**src/design/uesb_defs.vh**
```
// Constants for the unit error status bank: offsets, fields, resets.
// Assumes an AXI4-Lite master with 32-bit data and a 40 MHz aclk.
`ifndef UESB_DEFS_VH
`define UESB_DEFS_VH

// ----------------------------------------------------------------------
// Register indices and byte addresses
// ----------------------------------------------------------------------
`define UESB_IDX_MEM 16'h0001
`define UESB_IDX_CFGA 16'h0002
`define UESB_IDX_CFGB 16'h0003
`define UESB_IDX_LINK 16'h0004
`define UESB_ADDR_MEM 8'h04
`define UESB_ADDR_CFGA 8'h08
`define UESB_ADDR_CFGB 8'h0c
`define UESB_ADDR_LINK 8'h10
`define UESB_ADDR_TOP 8'h20
`define UESB_ADDR_IRQ_STAT 8'h24
`define UESB_ADDR_IRQ_EN 8'h28
`define UESB_ADDR_IRQ_CLR 8'h2c
`define UESB_ADDR_COUNT 8'h30

// ----------------------------------------------------------------------
// Field positions
// ----------------------------------------------------------------------
`define UESB_MEM_NVM 4
`define UESB_MEM_CAL 5
`define UESB_MEM_SET 6
`define UESB_MEM_REG 8
`define UESB_MEM_MODEL 9
`define UESB_MEM_MISMATCH 12
`define UESB_CFGA_UNKNOWN 0
`define UESB_CFGA_TOO_MANY 2
`define UESB_CFGA_FAIL 3
`define UESB_CFGA_SILENT 4
`define UESB_TOP_MEM 0
`define UESB_TOP_CFG 1
`define UESB_TOP_LINK 4
`define UESB_IRQ_W 4

// ----------------------------------------------------------------------
// Values
// ----------------------------------------------------------------------
`define UESB_MAX_UNITS 4'h9
`define UESB_ZERO16 16'h0000
`define UESB_ZERO32 32'h0000_0000
`define UESB_RESP_OKAY 2'h0
`define UESB_RESP_SLVERR 2'h2

`endif

```
**src/design/uesb_sync.v**
```verilog
// Two-flop synchroniser for a bus of asynchronous fault inputs.
// Assumes inputs come from outside the aclk domain.
`timescale 1ns/1ps
`default_nettype none

module uesb_sync #(
  parameter W = 8
) (
  input wire aclk,
  input wire aresetn,
  input wire [W-1:0] d,
  output wire [W-1:0] q
);

  reg [W-1:0] meta;
  reg [W-1:0] stable;

  // First stage feeds only the second stage
  always @(posedge aclk) begin
    if (!aresetn) begin
      meta <= {W{1'b0}};
      stable <= {W{1'b0}};
    end else begin
      meta <= d;
      stable <= meta;
    end
  end

  assign q = stable;

endmodule // uesb_sync

`default_nettype wire

```
**src/design/uesb_bank.v**
```verilog
// Unit error status bank: fault status words behind an AXI4-Lite slave.
// Assumes fault detectors and the expansion link present level inputs
// from outside aclk; all are synchronised before use.
//
// The AXI4-Lite slave port was left to the implementer.
`timescale 1ns/1ps
`default_nettype none
`include "uesb_defs.vh"

module uesb_bank (
  input wire aclk,
  input wire aresetn,
  // Fault detector levels
  input wire mem_nvm_fault,
  input wire mem_cal_fault,
  input wire mem_set_fault,
  input wire mem_reg_fault,
  input wire mem_model_fault,
  input wire mem_mismatch_fault,
  input wire unit_unknown_type,
  input wire [3:0] unit_count,
  input wire [7:0] unit_comm_fault,
  input wire [7:0] unit_registered,
  input wire [7:0] unit_responding,
  input wire [7:0] unit_link_fault,
  // AXI4-Lite slave
  input wire [7:0] s_axi_awaddr,
  input wire s_axi_awvalid,
  output wire s_axi_awready,
  input wire [31:0] s_axi_wdata,
  input wire [3:0] s_axi_wstrb,
  input wire s_axi_wvalid,
  output wire s_axi_wready,
  output reg [1:0] s_axi_bresp,
  output reg s_axi_bvalid,
  input wire s_axi_bready,
  input wire [7:0] s_axi_araddr,
  input wire s_axi_arvalid,
  output wire s_axi_arready,
  output reg [31:0] s_axi_rdata,
  output reg [1:0] s_axi_rresp,
  output reg s_axi_rvalid,
  input wire s_axi_rready,
  // Summary and interrupt
  output reg [15:0] top_status,
  output wire irq
);

  // --------------------------------------------------------------------
  // Input synchronisation
  // --------------------------------------------------------------------
  localparam SW = 43;
  wire [SW-1:0] raw_in;
  wire [SW-1:0] syn;
  assign raw_in = {mem_nvm_fault, mem_cal_fault, mem_set_fault,
    mem_reg_fault, mem_model_fault, mem_mismatch_fault,
    unit_unknown_type, unit_count, unit_comm_fault, unit_registered,
    unit_responding, unit_link_fault};

  uesb_sync #(.W(SW)) u_sync (
    .aclk(aclk),
    .aresetn(aresetn),
    .d(raw_in),
    .q(syn)
  );

  wire s_nvm = syn[42];
  wire s_cal = syn[41];
  wire s_set = syn[40];
  wire s_reg = syn[39];
  wire s_model = syn[38];
  wire s_mism = syn[37];
  wire s_unknown = syn[36];
  wire [3:0] s_count = syn[35:32];
  wire [7:0] s_comm = syn[31:24];
  wire [7:0] s_regd = syn[23:16];
  wire [7:0] s_resp = syn[15:8];
  wire [7:0] s_link = syn[7:0];

  // --------------------------------------------------------------------
  // Status words
  // --------------------------------------------------------------------
  reg [15:0] mem_fault_status;
  reg [15:0] config_fault_status_a;
  reg [15:0] config_fault_status_b;
  reg [15:0] unit_link_error_status;
  reg [15:0] next_mem;
  reg [15:0] next_cfga;
  reg [15:0] next_cfgb;
  reg [15:0] next_link;
  reg [15:0] next_top;

  // Build each word; unlisted positions stay zero
  always @* begin
    next_mem = `UESB_ZERO16;
    next_cfga = `UESB_ZERO16;
    next_cfgb = `UESB_ZERO16;
    next_link = `UESB_ZERO16;
    next_top = `UESB_ZERO16;
    next_mem[`UESB_MEM_NVM] = s_nvm;
    next_mem[`UESB_MEM_CAL] = s_cal;
    next_mem[`UESB_MEM_SET] = s_set;
    next_mem[`UESB_MEM_REG] = s_reg;
    next_mem[`UESB_MEM_MODEL] = s_model;
    next_mem[`UESB_MEM_MISMATCH] = s_mism;
    next_cfga[`UESB_CFGA_UNKNOWN] = s_unknown;
    next_cfga[`UESB_CFGA_TOO_MANY] = (s_count > `UESB_MAX_UNITS);
    next_cfga[`UESB_CFGA_FAIL] = |s_comm;
    next_cfga[`UESB_CFGA_SILENT] = |(s_regd & ~s_resp);
    next_cfgb[7:0] = s_comm;
    next_link[7:0] = s_link;
    next_top[`UESB_TOP_MEM] = |next_mem;
    next_top[`UESB_TOP_CFG] = (|next_cfga) | (|next_cfgb);
    next_top[`UESB_TOP_LINK] = |next_link;
  end

  // Status words track the synchronised faults, one cycle behind
  always @(posedge aclk) begin
    if (!aresetn) begin
      mem_fault_status <= `UESB_ZERO16;
      config_fault_status_a <= `UESB_ZERO16;
      config_fault_status_b <= `UESB_ZERO16;
      unit_link_error_status <= `UESB_ZERO16;
      top_status <= `UESB_ZERO16;
    end else begin
      mem_fault_status <= next_mem;
      config_fault_status_a <= next_cfga;
      config_fault_status_b <= next_cfgb;
      unit_link_error_status <= next_link;
      top_status <= next_top;
    end
  end

  // --------------------------------------------------------------------
  // Interrupt: sticky on rising summary of each word
  // --------------------------------------------------------------------
  reg [3:0] irq_status;
  reg [3:0] irq_enable;
  reg [3:0] prev_any;
  wire [3:0] any_now;
  wire [3:0] irq_event;
  wire wr_fire;
  reg [3:0] irq_clr;

  assign any_now = {|unit_link_error_status, |config_fault_status_b,
    |config_fault_status_a, |mem_fault_status};
  assign irq_event = any_now & ~prev_any;
  assign irq = |(irq_status & irq_enable);

  // Set wins over a clear in the same cycle
  always @(posedge aclk) begin
    if (!aresetn) begin
      prev_any <= 4'h0;
      irq_status <= 4'h0;
    end else begin
      prev_any <= any_now;
      irq_status <= (irq_status & ~irq_clr) | irq_event;
    end
  end

  // --------------------------------------------------------------------
  // AXI4-Lite write path
  // --------------------------------------------------------------------
  reg aw_held;
  reg w_held;
  reg [7:0] aw_addr;
  reg [31:0] w_data;
  reg [3:0] w_strb;

  // Each channel is taken independently and held until the response
  assign s_axi_awready = !aw_held && !s_axi_bvalid;
  assign s_axi_wready = !w_held && !s_axi_bvalid;
  assign wr_fire = aw_held && w_held && !s_axi_bvalid;

  // Decode write address; status words are read-only
  function wr_ok;
    input [7:0] a;
    begin
      wr_ok = (a == `UESB_ADDR_IRQ_EN) || (a == `UESB_ADDR_IRQ_CLR);
    end
  endfunction

  // Clear pulse from the write-only clear register
  always @* begin
    irq_clr = 4'h0;
    if (wr_fire && aw_addr == `UESB_ADDR_IRQ_CLR && w_strb[0])
      irq_clr = w_data[`UESB_IRQ_W-1:0];
  end

  always @(posedge aclk) begin
    if (!aresetn) begin
      aw_held <= 1'b0;
      w_held <= 1'b0;
      aw_addr <= 8'h00;
      w_data <= `UESB_ZERO32;
      w_strb <= 4'h0;
      s_axi_bvalid <= 1'b0;
      s_axi_bresp <= `UESB_RESP_OKAY;
      irq_enable <= 4'h0;
    end else begin
      if (s_axi_awvalid && s_axi_awready) begin
        aw_held <= 1'b1;
        aw_addr <= {s_axi_awaddr[7:2], 2'b00};
      end
      if (s_axi_wvalid && s_axi_wready) begin
        w_held <= 1'b1;
        w_data <= s_axi_wdata;
        w_strb <= s_axi_wstrb;
      end
      if (wr_fire) begin
        aw_held <= 1'b0;
        w_held <= 1'b0;
        s_axi_bvalid <= 1'b1;
        s_axi_bresp <= wr_ok(aw_addr) ? `UESB_RESP_OKAY
                                      : `UESB_RESP_SLVERR;
        if (aw_addr == `UESB_ADDR_IRQ_EN && w_strb[0])
          irq_enable <= w_data[`UESB_IRQ_W-1:0];
      end else if (s_axi_bvalid && s_axi_bready) begin
        s_axi_bvalid <= 1'b0;
      end
    end
  end

  // --------------------------------------------------------------------
  // AXI4-Lite read path
  // --------------------------------------------------------------------
  reg [31:0] rd_word;
  reg rd_hit;

  assign s_axi_arready = !s_axi_rvalid;

  // narrow words zero-extended, unused bits zero
  always @* begin
    rd_word = `UESB_ZERO32;
    rd_hit = 1'b1;
    case ({s_axi_araddr[7:2], 2'b00})
      `UESB_ADDR_MEM: rd_word = {16'h0000, mem_fault_status};
      `UESB_ADDR_CFGA: rd_word = {16'h0000, config_fault_status_a};
      `UESB_ADDR_CFGB: rd_word = {16'h0000, config_fault_status_b};
      `UESB_ADDR_LINK: rd_word = {16'h0000, unit_link_error_status};
      `UESB_ADDR_TOP: rd_word = {16'h0000, top_status};
      `UESB_ADDR_IRQ_STAT: rd_word = {28'h0000000, irq_status};
      `UESB_ADDR_IRQ_EN: rd_word = {28'h0000000, irq_enable};
      `UESB_ADDR_IRQ_CLR: rd_word = `UESB_ZERO32;
      default: rd_hit = 1'b0;
    endcase
  end

  always @(posedge aclk) begin
    if (!aresetn) begin
      s_axi_rvalid <= 1'b0;
      s_axi_rdata <= `UESB_ZERO32;
      s_axi_rresp <= `UESB_RESP_OKAY;
    end else if (s_axi_arvalid && s_axi_arready) begin
      s_axi_rvalid <= 1'b1;
      s_axi_rdata <= rd_word;
      s_axi_rresp <= rd_hit ? `UESB_RESP_OKAY : `UESB_RESP_SLVERR;
    end else if (s_axi_rvalid && s_axi_rready) begin
      s_axi_rvalid <= 1'b0;
    end
  end

endmodule // uesb_bank

`default_nettype wire

```
**config.mk**
```make
export PLATFORM = sky130hd
export DESIGN_NAME = uesb_bank
export DESIGN_NICKNAME = d
export VERILOG_FILES = /design/src/design/uesb_sync.v /design/src/design/uesb_bank.v
export VERILOG_INCLUDE_DIRS = /design/src /design/src/design
export SDC_FILE = /design/constraint.sdc
export NUM_CORES = 1
export LEC_CHECK = 0
export ABC_AREA = 1
export ABC_CLOCK_PERIOD_IN_PS = 2600
export BUFFER_PORTS_ARGS = -buffer_cell sky130_fd_sc_hd__buf_4
export CORE_UTILIZATION = 45
export DETAILED_ROUTE_END_ITERATION = 12
export PLACE_DENSITY = 0.76
export RECOVER_POWER = 25
export SYNTH_ARGS = -nofsm -noshare
export SYNTH_HDL_FRONTEND = slang
export SYNTH_HIERARCHICAL = 1
export SYNTH_SLANG_ARGS = --single-unit
```
**constraint.sdc**
```tcl
create_clock -name aclk -period 2.6 [get_ports aclk]
set_clock_uncertainty 0.15 [all_clocks]
set_input_delay 0.39 -clock aclk [delete_from_list [all_inputs] [get_ports aclk]]
set_output_delay 0.39 -clock aclk [all_outputs]
set_load 0.02 [all_outputs]
```
==> impl_metrics.yaml <==
flow_run:
  cap_violations: 0
grt:
  grt_max_degree: 90
  grtUsageTotal_pct: 16.5
  grt_pass1_vias: 3767
  overflow: 0
  grt_pass1_wl_microns: 16400
  antenna_found_initial: 0
pwr:
  seqPwrFrac_pct: 46.0
  power_leakage_nw: 3.82
  comb_power_share_pct: 8.3
  pwr-share-clk_pct: 45.7
  ir_drop_v: 0.000501
  swShare_pct: 22.8
  powerDensity_nw_per_um2: 775
  p_int_mw: 4.23
  power_mw: 5.48
  p_switching_mw: 1.25
final_layout:
  final_layout_size_suffix_gt1_share_pct: 19.3
  multiInputGateArea_sq_um: 1700
  seqCellArea_sq_um: 3060
  insertedDiodeCount: 0
  syn_to_final_growth_pct: 27.7
  fillCellCount: 1045
  stdcell_count: 955
  fin_nets: 897
  finalInstanceArea_sq_um: 7070
  fin_util_pct: 58.9
routing:
  drc_errors: 0
  drt-pass1-iter-count: 4
  vias_per_cell: 4.29
  ant_nets: 0
  wl_per_cell_microns: 10.3
  wirelength_microns: 9790
  vias: 4094
  drt_iter0_drc: 201
floorplanning:
  start_util_pct: 46.1
  die_x_microns: 113
  row_count: 40
  dieArea_sq_um: 12800
  ios: 160
  core-area_sq_um: 12000
  die_y_microns: 113
critical_path:
  cp_max_fo: 3
  ff2ff_setup_slack_ps: 980
  cp-start-kind: "flip-flop"
  crit_arrival_ps: 1100
  reg2reg_from: "s_axi_rvalid"
  worstSetupStartpoint: "irq_status[0]"
  reg2reg_to: "s_axi_rdata[3]"
  rr_worst_depth: 5
  critPathKind: "flip-flop to output pin"
  crit_end: "irq"
  end_kind: "output pin"
  crit_required_ps: 2060
status:
  status: "complete, no violations"
clock_network:
  cts_hold_buf: 32
  cts_buffers: 17
  clock_latency_ps: 410
  clockBufferDepth: 2
  h-tree-depth: 4
  cts_tree: "yes"
  root_buffer: "clkbuf_16"
  clock_sinks: 153
  cts_resized: 0
  post-cts-setup-buffers: 0
  clk_pin_slew_ps: 60
timing:
  setup_violations: 0
  finalWorstSetupSlack_ps: 962
  rsz0062_at_grt: "no"
  max_freq_mhz: 610
  slew_headroom_pct: 51.6
  whs_ps: 18.0
  final.min_clock_period_ps: 1640
  drv_slew: 0
  hold_viol: 0
  setup-tns-final_ps: 0
  period_share_pct: 63.0
  worst_pin_slew_ps: 726
placed_design:
  placed_area_sq_um: 6140
  dpl_worst_slack_ps: 774
  io_buffers: 87
  dp_cells: 891
  dpl.hpwl_microns: 6370
  place_congestion: 0.901
hold_path:
  min_from: "unit_comm_fault[3]"
  hp-class: "input pin to flip-flop"
logic_synthesis:
  synthCells: 676
  synthesis.area_sq_um: 5540
  synth_area_per_cell_sq_um: 8.19
  yosys_warnings: 6
per-layer routing:
layer	up-vias	track usage, %	wire length, microns
li1	2210	-	-
met1	1757	19.0	4380
met2	113	28.3	4750
met3	14	4.61	484
met4	0	7.81	180
met5	-	0	0
critical path: stages (launching register included):
cell and delay (ps):
dfxtp_1 380, nand2_1 70, nand4_1 100, buf_4 150
sequential cells by signal, indices dropped and copies added, names as in the netlist:
signal / flops
aw_addr: 6
aw_held: 1
config_fault_status_a: 4
config_fault_status_b: 8
irq_enable: 4
irq_status: 4
mem_fault_status: 6
prev_any: 4
s_axi_bresp: 1
s_axi_bvalid: 1
s_axi_rdata: 11
s_axi_rresp: 1
s_axi_rvalid: 1
top_status: 3
u_sync/meta: 42
u_sync/q: 42
unit_link_error_status: 8
w_data: 4
w_held: 1
w_strb: 1
power groups by stage:
stage | registers, mW | logic [mW] | clock network (mW)
final | 2.52 | 0.456 | 2.51
after global routing | 2.53 | 0.510 | 2.66
after CTS | 2.52 | 0.456 | 2.57
after detailed placement | 2.57 | 0.415 | 0
after global placement | 2.57 | 0.411 | 0
after floorplan | 2.57 | 0.306 | 0
how the worst min path moves through the flow:
stage,endpoint,slack [ps],cells past startpoint
2_1_floorplan,u_sync/q[0],240,2
3_3_place_gp,u_sync/q[22],240,2
3_5_place_dp,u_sync/q[31],250,2
4_1_cts,u_sync/meta[5],0.7,3
5_1_grt,u_sync/meta[27],6,3
6_report,u_sync/meta[27],20,3
cell type report:
| cell class | instances | area share (%) |
|---|---|---|
| tap | 147 | 2.60 |
| clock buffer | 19 | 6.40 |
| clock inverter | 13 | 2.37 |
| inverter | 134 | 7.11 |
| sequential | 153 | 43.3 |
| multi-input combinational | 367 | 24.0 |
| timing repair buffer | 122 | 14.2 |
cells in the final DEF, fill, tap and decap left out, drive strengths merged, types with 20 or more instances in the layout:
| cell type | count |
|---|---|
| nor2 | 55 |
| o21ai | 26 |
| nand2 | 161 |
| clkbuf | 20 |
| buf | 89 |
| dfxtp | 153 |
| dlygate4sd3 | 32 |
| a21oi | 25 |
| inv | 137 |
| nand3 | 20 |
| conb | 36 |
(Power assumes the default switching activity.)
